`src/std_timer_regs.vh`:
```
// Register offsets, field positions, mode and pin codes and reset values of the standard timer
`ifndef STD_TIMER_REGS_VH
`define STD_TIMER_REGS_VH

// Word byte addresses on the Avalon-MM slave
`define CTRL_OFF        4'h0
`define COMPARE_A_VALUE_OFF        4'h4
`define COARSE_PERIOD_VALUE_OFF        4'h8
`define COUNT_OFF       4'hc

// Control register fields
`define F_RUN           0
`define F_DPX           1
`define F_CCLR          2
`define F_POL           3
`define F_OC            4
`define F_IO_LO         5
`define F_IO_HI         6
`define F_M_LO          7
`define F_M_HI          8
`define F_AFLAG         9
`define F_PFLAG         10
`define F_PIN           11
`define CTRL_WMASK      32'h0000_01ff

// Operating modes
`define MODE_CMP        2'h0
`define MODE_CAP        2'h1
`define MODE_PWM        2'h2
`define MODE_TC         2'h3

// Pin function codes
`define PF_LO           2'h0
`define PF_HI           2'h1
`define PF_PWM          2'h2
`define PF_PULSE        2'h3

// Reset values
`define CTRL_RST        9'h000
`define COMPARE_A_VALUE_RST        16'h0000
`define COARSE_PERIOD_VALUE_RST        8'h00

`endif

```
`src/standard_timer.v`:
```
// Standard timer: PWM with duty swap, single pulse output and input capture
//
// The Avalon-MM interface to the registers and the address map were chosen for this implementation.
`timescale 1ns/100ps
`include "std_timer_regs.vh"

// Operation
// - Duty swap set: period from compare A, duty is coarse period times 256, zero means 65536.
// - Internal PWM keeps running while the pin is forced inactive or active.
// - PWM ignores counter clear select; the swap-chosen period register clears the counter.
// - Single pulse: run bit rising starts counter and drives the pulse leading edge.
// - Single pulse: external clock pin active edge sets the run bit.
// - Single pulse: clearing run ends pulse; compare A match clears run bit.
// - Single pulse: compare A match also raises the interrupt request.
// - Single pulse: counter resets only on run rising; period, clear and swap unused.
// - Mode 01 selects capture, counter sampled by capture pin edges.
// - Capture: counter starts on run rising and free-runs until run falls.
// - Capture: active edge copies counter into compare A and raises interrupt.
// - Capture: pin function picks edges; 11 disables capture, counter still runs.
// - Capture: compare P match clears counter and raises interrupt.
// - Capture: coarse period zero lets counter run to full maximum.
// - Capture pulses narrower than one timer clock may be ignored.
// - Compare A flag rises half a timer clock after the capture latch; here one system clock later.
// - Capture edge to latch takes under one and a half timer clocks.
// - Capture has no output; initial level, polarity, clear and swap ignored.
// - Coarse period compares counter bits 15 to 8 once bits 7 to 0 are all ones, in 256-clock steps.
// - Polarity inverts PWM output; initial level applied when run rises.
// - Mode 00 compare, 10 PWM or single pulse, 11 timer/counter, 01 capture.
module standard_timer #(
    parameter CW = 16
) (
    input  wire        clk,
    input  wire        rst,
    input  wire [3:0]  address,
    input  wire        read,
    input  wire        write,
    input  wire [31:0] writedata,
    input  wire [3:0]  byteenable,
    output reg  [31:0] readdata,
    output wire        waitrequest,
    input  wire        count_tick,
    input  wire        external_clock_pin,
    input  wire        capture_input_pin,
    output reg         timer_out,
    output wire        timer_irq
);

    reg  [8:0]     ctrl;
    reg  [15:0]    compare_a_value;
    reg  [7:0]     coarse_period_value;
    reg  [CW-1:0]  count;
    reg            compare_a_flag;
    reg            compare_p_flag;
    reg            run_d;
    reg            ext_d;
    reg            cap_d;
    reg            pwm_level;
    reg            read_ack;
    reg            next_run;
    reg            cap_edge;
    reg            a_pend;
    reg  [31:0]    next_readdata;

    wire run_bit            = ctrl[`F_RUN];
    wire duty_swap_select   = ctrl[`F_DPX];
    wire output_polarity    = ctrl[`F_POL];
    wire output_initial_level = ctrl[`F_OC];
    wire [1:0] pin_function = {ctrl[`F_IO_HI], ctrl[`F_IO_LO]};
    wire [1:0] op_mode      = {ctrl[`F_M_HI], ctrl[`F_M_LO]};

    // Mode decode; compare and timer modes only count with a 16-bit wrap
    wire mode_cmp   = (op_mode == `MODE_CMP);
    wire mode_tc    = (op_mode == `MODE_TC);
    wire mode_cap   = (op_mode == `MODE_CAP);
    // Mode 10 splits on the pin function: code 11 is the one-shot
    wire mode_pwm   = (op_mode == `MODE_PWM) && (pin_function != `PF_PULSE);
    wire mode_pulse = (op_mode == `MODE_PWM) && (pin_function == `PF_PULSE);

    // Forced pin levels of PWM mode, polarity applied on top
    wire forced_low  = output_polarity;
    wire forced_high = ~output_polarity;

    ////////////////////////////////////////////////////////////////////////
    // Comparators
    wire run_rise  = run_bit & ~run_d;
    // Match on the last count of the period, so a value of n gives n times 256 ticks
    wire p_match   = (coarse_period_value == 8'h00) ? (count == 16'hffff)
                     : (count[15:8] == (coarse_period_value - 8'h01)) && (count[7:0] == 8'hff);
    wire a_match   = (count == compare_a_value);
    // Duty of coarse value, zero standing for 65536 (17 bits)
    wire [16:0] duty_len = (coarse_period_value == 8'h00) ? 17'h10000
                           : {1'b0, coarse_period_value, 8'h00};
    wire [16:0] per_len  = {1'b0, compare_a_value} + 17'h00001;
    wire pwm_clear = duty_swap_select ? a_match : p_match;
    wire pwm_active = duty_swap_select
                      ? ((duty_len >= per_len) || ({1'b0, count} < duty_len))
                      : (count < compare_a_value);

    ////////////////////////////////////////////////////////////////////////
    // Capture edge detection on timer ticks; a level must persist across ticks
    always @* begin
        case (pin_function)
            2'h0:    cap_edge = capture_input_pin & ~cap_d;
            2'h1:    cap_edge = ~capture_input_pin & cap_d;
            2'h2:    cap_edge = capture_input_pin ^ cap_d;
            default: cap_edge = 1'b0;
        endcase
    end

    // Single pulse: external edge sets run, compare A clears it
    wire ext_edge = external_clock_pin & ~ext_d;
    wire bus_wr_ctrl = write && (address == `CTRL_OFF) && byteenable[0];
    always @* begin
        next_run = run_bit;
        if (bus_wr_ctrl)
            next_run = writedata[`F_RUN];
        if (mode_pulse && ext_edge)
            next_run = 1'b1;
        if (mode_pulse && run_bit && count_tick && a_match)
            next_run = 1'b0;
    end

    ////////////////////////////////////////////////////////////////////////
    // Bus strobes per register; byte lanes gate each field
    wire bus_wr_compare_a_value_lo = write && (address == `COMPARE_A_VALUE_OFF) && byteenable[0];
    wire bus_wr_compare_a_value_hi = write && (address == `COMPARE_A_VALUE_OFF) && byteenable[1];
    wire bus_wr_coarse_period_value    = write && (address == `COARSE_PERIOD_VALUE_OFF) && byteenable[0];
    wire bus_wr_flags   = write && (address == `CTRL_OFF) && byteenable[1];

    // Timer step: a tick while running; the restart edge takes priority
    wire tick_run  = run_bit && count_tick && !run_rise;
    wire cap_latch = tick_run && mode_cap && cap_edge;

    ////////////////////////////////////////////////////////////////////////
    // Edge history registers
    // Run history gives the restart edge of every mode
    always @(posedge clk) begin
        if (rst) begin
            run_d <= 1'b0;
        end else begin
            run_d <= run_bit;
        end
    end

    // Trigger pin history, sampled every clock so short triggers count
    always @(posedge clk) begin
        if (rst) begin
            ext_d <= 1'b0;
        end else begin
            ext_d <= external_clock_pin;
        end
    end

    // Capture pin history moves on ticks only; narrower pulses are lost
    always @(posedge clk) begin
        if (rst) begin
            cap_d <= 1'b0;
        end else if (tick_run) begin
            cap_d <= capture_input_pin;
        end
    end

    ////////////////////////////////////////////////////////////////////////
    // Control and value registers
    // Control word; the run bit follows its own next value
    always @(posedge clk) begin
        if (rst) begin
            ctrl <= `CTRL_RST;
        end else begin
            if (bus_wr_ctrl) begin
                ctrl <= writedata[8:0];
            end
            ctrl[`F_RUN] <= next_run;
        end
    end

    // Compare A: bus bytes, and a capture overwrites the whole word
    always @(posedge clk) begin
        if (rst) begin
            compare_a_value <= `COMPARE_A_VALUE_RST;
        end else if (cap_latch) begin
            compare_a_value <= count;
        end else begin
            if (bus_wr_compare_a_value_lo) begin
                compare_a_value[7:0] <= writedata[7:0];
            end
            if (bus_wr_compare_a_value_hi) begin
                compare_a_value[15:8] <= writedata[15:8];
            end
        end
    end

    // Coarse period, compared against the counter's top byte while the low byte is ff
    always @(posedge clk) begin
        if (rst) begin
            coarse_period_value <= `COARSE_PERIOD_VALUE_RST;
        end else if (bus_wr_coarse_period_value) begin
            coarse_period_value <= writedata[7:0];
        end
    end

    ////////////////////////////////////////////////////////////////////////
    // Flags
    // Capture flag waits one system clock, standing in for the half tick
    always @(posedge clk) begin
        if (rst) begin
            a_pend <= 1'b0;
        end else begin
            a_pend <= cap_latch;
        end
    end

    // Compare A flag: write one clears, a set in the same cycle wins
    always @(posedge clk) begin
        if (rst) begin
            compare_a_flag <= 1'b0;
        end else if (a_pend) begin
            compare_a_flag <= 1'b1;
        end else if (tick_run && (mode_pwm || mode_pulse) && a_match) begin
            compare_a_flag <= 1'b1;
        end else if (bus_wr_flags && writedata[`F_AFLAG]) begin
            compare_a_flag <= 1'b0;
        end
    end

    // Compare P flag: period match in capture and PWM modes
    always @(posedge clk) begin
        if (rst) begin
            compare_p_flag <= 1'b0;
        end else if (tick_run && (mode_cap || mode_pwm) && p_match) begin
            compare_p_flag <= 1'b1;
        end else if (bus_wr_flags && writedata[`F_PFLAG]) begin
            compare_p_flag <= 1'b0;
        end
    end

    ////////////////////////////////////////////////////////////////////////
    // Counter: restart on run rising, then one step per tick
    always @(posedge clk) begin
        if (rst) begin
            count <= {CW{1'b0}};
        end else if (run_rise) begin
            count <= {CW{1'b0}};
        end else if (tick_run) begin
            if (mode_cap) begin
                // Free-runs whatever the capture pin does
                count <= p_match ? {CW{1'b0}} : count + 1'b1;
            end else if (mode_pwm) begin
                // Clear select ignored; swap picks the clearing register
                count <= pwm_clear ? {CW{1'b0}} : count + 1'b1;
            end else if (mode_pulse) begin
                // Only the run edge clears it; period, clear and swap unused
                count <= count + 1'b1;
            end else begin
                // Compare and timer modes wrap at the full width
                count <= count + 1'b1;
            end
        end
    end

    ////////////////////////////////////////////////////////////////////////
    // PWM level is registered so the pin sees a settled compare result
    always @(posedge clk) begin
        if (rst) begin
            pwm_level <= 1'b0;
        end else begin
            pwm_level <= pwm_active;
        end
    end

    // Output pin; capture mode holds it low, compare and timer modes keep the initial level
    always @(posedge clk) begin
        if (rst) begin
            timer_out <= 1'b0;
        end else begin
            if (run_rise && !mode_cap)
                timer_out <= output_initial_level;
            else if (mode_pwm) begin
                case (pin_function)
                    `PF_LO:  timer_out <= forced_low;
                    `PF_HI:  timer_out <= forced_high;
                    default: timer_out <= pwm_level ^ output_polarity;
                endcase
            end else if (mode_pulse)
                timer_out <= run_bit ^ output_polarity;
            else if (mode_cap)
                timer_out <= 1'b0;
        end
    end

    // Interrupt request is the OR of the sticky compare flags
    assign timer_irq = compare_a_flag | compare_p_flag;

    ////////////////////////////////////////////////////////////////////////
    // Avalon slave: writes take one cycle, reads answer on the second
    assign waitrequest = read & ~read_ack;

    // Read multiplexer; the control word carries the capture pin at bit 11
    always @* begin
        next_readdata = 32'h0000_0000;
        case (address)
            `CTRL_OFF:  next_readdata = {20'h00000, capture_input_pin, compare_p_flag, compare_a_flag, ctrl};
            `COMPARE_A_VALUE_OFF:  next_readdata = {16'h0000, compare_a_value};
            `COARSE_PERIOD_VALUE_OFF:  next_readdata = {24'h000000, coarse_period_value};
            `COUNT_OFF: next_readdata = {16'h0000, count};
            default:    next_readdata = 32'h0000_0000;
        endcase
    end

    // Read data is taken in the stalled cycle and holds until the next read
    always @(posedge clk) begin
        if (rst) begin
            read_ack <= 1'b0;
            readdata <= 32'h0000_0000;
        end else begin
            read_ack <= read & ~read_ack;
            if (read && !read_ack) begin
                readdata <= next_readdata;
            end
        end
    end

endmodule

```
`config.mk`:
```
export PLATFORM = sky130hd
export DESIGN_NAME = standard_timer
export DESIGN_NICKNAME = d
export VERILOG_FILES = /design/src/standard_timer.v
export VERILOG_INCLUDE_DIRS = /design/src
export SDC_FILE = /design/constraint.sdc
export NUM_CORES = 1
export LEC_CHECK = 0
export ABC_AREA = 1
export BUFFER_PORTS_ARGS = -buffer_cell sky130_fd_sc_hd__buf_2
export CAP_MARGIN = 30
export CORE_ASPECT_RATIO = 0.6
export CORE_MARGIN = 2
export CORE_UTILIZATION = 55
export DETAILED_ROUTE_END_ITERATION = 10
export GPL_ROUTABILITY_DRIVEN = 0
export PLACE_DENSITY_LB_ADDON = 0.05
export SLEW_MARGIN = 25
export SYNTH_ARGS = -nofsm -noshare
export SYNTH_HDL_FRONTEND = slang
export SYNTH_SLANG_ARGS = --single-unit
```
`constraint.sdc`:
```
create_clock -name clk -period 3.3 [get_ports clk]
set_clock_uncertainty 0.05 [all_clocks]
set_input_delay 0.33 -clock clk [delete_from_list [all_inputs] [get_ports clk]]
set_output_delay 0.33 -clock clk [all_outputs]
set_load 0.05 [all_outputs]
```
==> metrics.cfg <==
[clocking]
cts.clk_slew.worst_paths_ns=0.06
post_cts_buffers=0
clk_latency_ns=0.34
cts_resized=0
cts_inserted_buffers=9
htreeDepth=3
cts_sinks=74
clockBufferDepth=2
cts_tree=yes
ctsHoldBuffers=0
cts_root_buf=clkbuf_16

[critical_path]
worstSetupStartpointType=flop
setup.worst_path.start=compare_a_value[0]$_SDFFE_PP0P_
worstSetupEndpointType=flop
required_ns=3.52
slowest_delay_ns=0.34
crit_family=simple AND/OR/NAND/NOR gates
cp.arrival_ns=3.12
r2r-start=compare_a_value[0]$_SDFFE_PP0P_
slowest_stage=dfxtp_1
worstPathCellList=ha_1, nand3_1, nor2_1, nand2_1, nor3_2, nand3_1, o31ai_1, o21ai_0, ha_1, nand4_1, a21o_1, o211ai_1, nor2_1, nand4_1, nand2_1, a21oi_1
critPathBufInv=0
crit_path_max_fanout=4
crit_type=reg2reg

[detailed_routing]
wl_per_cell_um=18.59
drcViolationCount=0
wl_um=17730
vias_per_cell=5.852
dr.pass1.iters=6
antenna_left=0
num_vias=5583
drt_iter0_markers=730

[grt]
gr-usage-all-layers_pct=33.65
grt_first_pass_wirelength_um=27010
grt_pass1_vias=4943
grt-ovfl-total=0
grt_max_degree=35
antenna_found_initial=0

[sta]
fmax_ghz=0.3446
slew_headroom_pct=50.18
timing.final.crit_share_pct=87.95
worst_slew_pin_slew_ns=0.7464
slew_violations=0
fin_tns_setup_ns=0
hold_viol_final=0
fin_crit_ns=2.902
rsz0062_at_grt=no
report.final.setup_viol=0

[finish]
fin_cells=954
insertedDiodeCount=0
drive_gt1_share_pct=16.50
fillers=834
multi_input_area_mm2=0.003329
syn2layout_area_growth_pct=12.33
seqCellArea_mm2=0.001481
fin_nets=905

[die]
start_util_pct=57.57
die_x_um=131.5
core-area_mm2=0.009324
io_pins=82
die-area_mm2=0.01059
rows=27
die_h_um=80.52

[min_path]
hp-start=external_clock_pin
min_path_type=in2reg

[pwr]
powerDensity_mw_per_mm2=373.6
ir_drop_v=0.0002726
leakage_nw=2.651
power_w=0.002253

[yosys]
synth_top_area_share_pct=27.60
yosysSeqAreaShare_pct=27.60
synth.distinct_cells=49
synth.avg_cell_area_um2=6.926
async_flop_share_pct=0
ys_top_cells_by_count=nand2_1 (180), inv_1 (83), dfxtp_1 (74), a21oi_1 (62), nor2_1 (62)
synth_edf_count=0
yosysWarnings=0
synth_cells=775
synth_largest_area_cell=dfxtp_1
synth.most_common_cell=nand2_1
synth_seq_cells=74
synth_area_mm2=0.005368
synth_top_flop_cell=dfxtp_1
synthTopCellsByArea=dfxtp_1 (28%), nand2_1 (13%), ha_1 (9.1%)

[place]
hpwl_um=13640
io_buffer_count=47
placed_cells_incl_taps=938

[run]
max_cap_viol_count=0

[run_status]
status=finished clean

routing by layer:
layer | vias to the layer above | share of wire (%) | GRT usage [%]
met1 | 2550 | 42 | 48.76
met2 | 369 | 40 | 48.48
met3 | 36 | 15 | 9.280
met5 | - | 0 | 0
li1 | 2628 | - | -
met4 | 0 | 2.1 | 9.130
worst paths after layout:
kind	end	slack, ns	cells after the start
worst min-delay path	ext_d$_SDFF_PP0_	0.18	3
worst min register to register	readdata[14]$_SDFFE_PP0P_	0.41	2
worst max-delay path	pwm_level$_SDFF_PP0_	0.40	16
worst max register to register	pwm_level$_SDFF_PP0_	0.40	16
registers in the layout, summed over array words and instances, names as in the netlist:
register	cells
compare_p_flag	1
pwm_level	1
count	16
a_pend	1
compare_a_value	16
timer_out	1
run_d	1
read_ack	1
cap_d	1
readdata	16
compare_a_flag	1
ctrl	9
ext_d	1
coarse_period_value	8
cell type report:
class | count | share of cell area (%)
repair buffers | 65 | 6.142
flip-flops and latches | 74 | 24.57
clock buffers | 10 | 3.797
multi-input cells | 578 | 55.22
clock inverters | 6 | 1.909
inverters | 91 | 5.665
well taps | 130 | 2.698
layout by cell type, fill, tap and decap left out, types with 3 or more instances in the layout:
cell       instances
a21oi_1           62
a21oi_2           10
a221oi_1           9
buf_2             47
buf_4             18
bufinv_16          3
clkbuf_16          9
conb_1            16
dfxtp_1           74
ha_1              39
inv_1             83
inv_2              7
nand2_1          180
nand2_2            5
nand3_1           29
nand3_2           16
nand3b_1           3
nand4_1           13
nor2_1            62
nor2_2             3
nor2_4             3
nor3_1            15
nor3_4             3
o2111ai_1          8
o21ai_0           45
o21ai_1            4
o221ai_1           7
o22ai_1            5
xnor2_1            4
xor2_1            17
cells by family (layout without fill, tap and decap cells):
logic type	Yosys count	count (layout)	share of synthesized area [%]
other	1	16	0.06986
buffers and inverters	138	172	11.52
adder cells (fa/ha/maj)	39	39	9.091
AND/OR/NAND/NOR	344	344	30.54
flip-flops	74	74	27.60
XOR/XNOR	21	21	3.426
AO/OA/AOI/OAI	158	158	17.76
worst min-delay path: stages:
cell and delay [ns]:
buf_2 0.08, inv_1 0.05, nor2_1 0.07
power breakdown:
part / switching [W] / internal (W) / total, W
logic: 0.000150 / 0.0000490 / 0.000199
registers: 0.00000842 / 0.000901 / 0.000910
clock network: 0.000402 / 0.000742 / 0.00114
per-stage QoR:
| stage | setup slack, ns | cell area, um2 | util [%] | hold slack, ns |
|---|---|---|---|---|
| final | 0.3977 | 6030 | 64.67 | 0.1792 |
| after global routing | 0.08835 | 6030 | 64.67 | 0.1946 |
| after CTS | 0.2660 | 6025 | 64.61 | 0.1736 |
| after detailed placement | 0.2750 | 5680 | 60.92 | 0.4023 |
| after global placement | 0.5784 | 5680 | 60.92 | 0.3951 |
| after floorplan | 0.7426 | 5424 | - | 0.3798 |
Power figures use the tool's default switching activity.
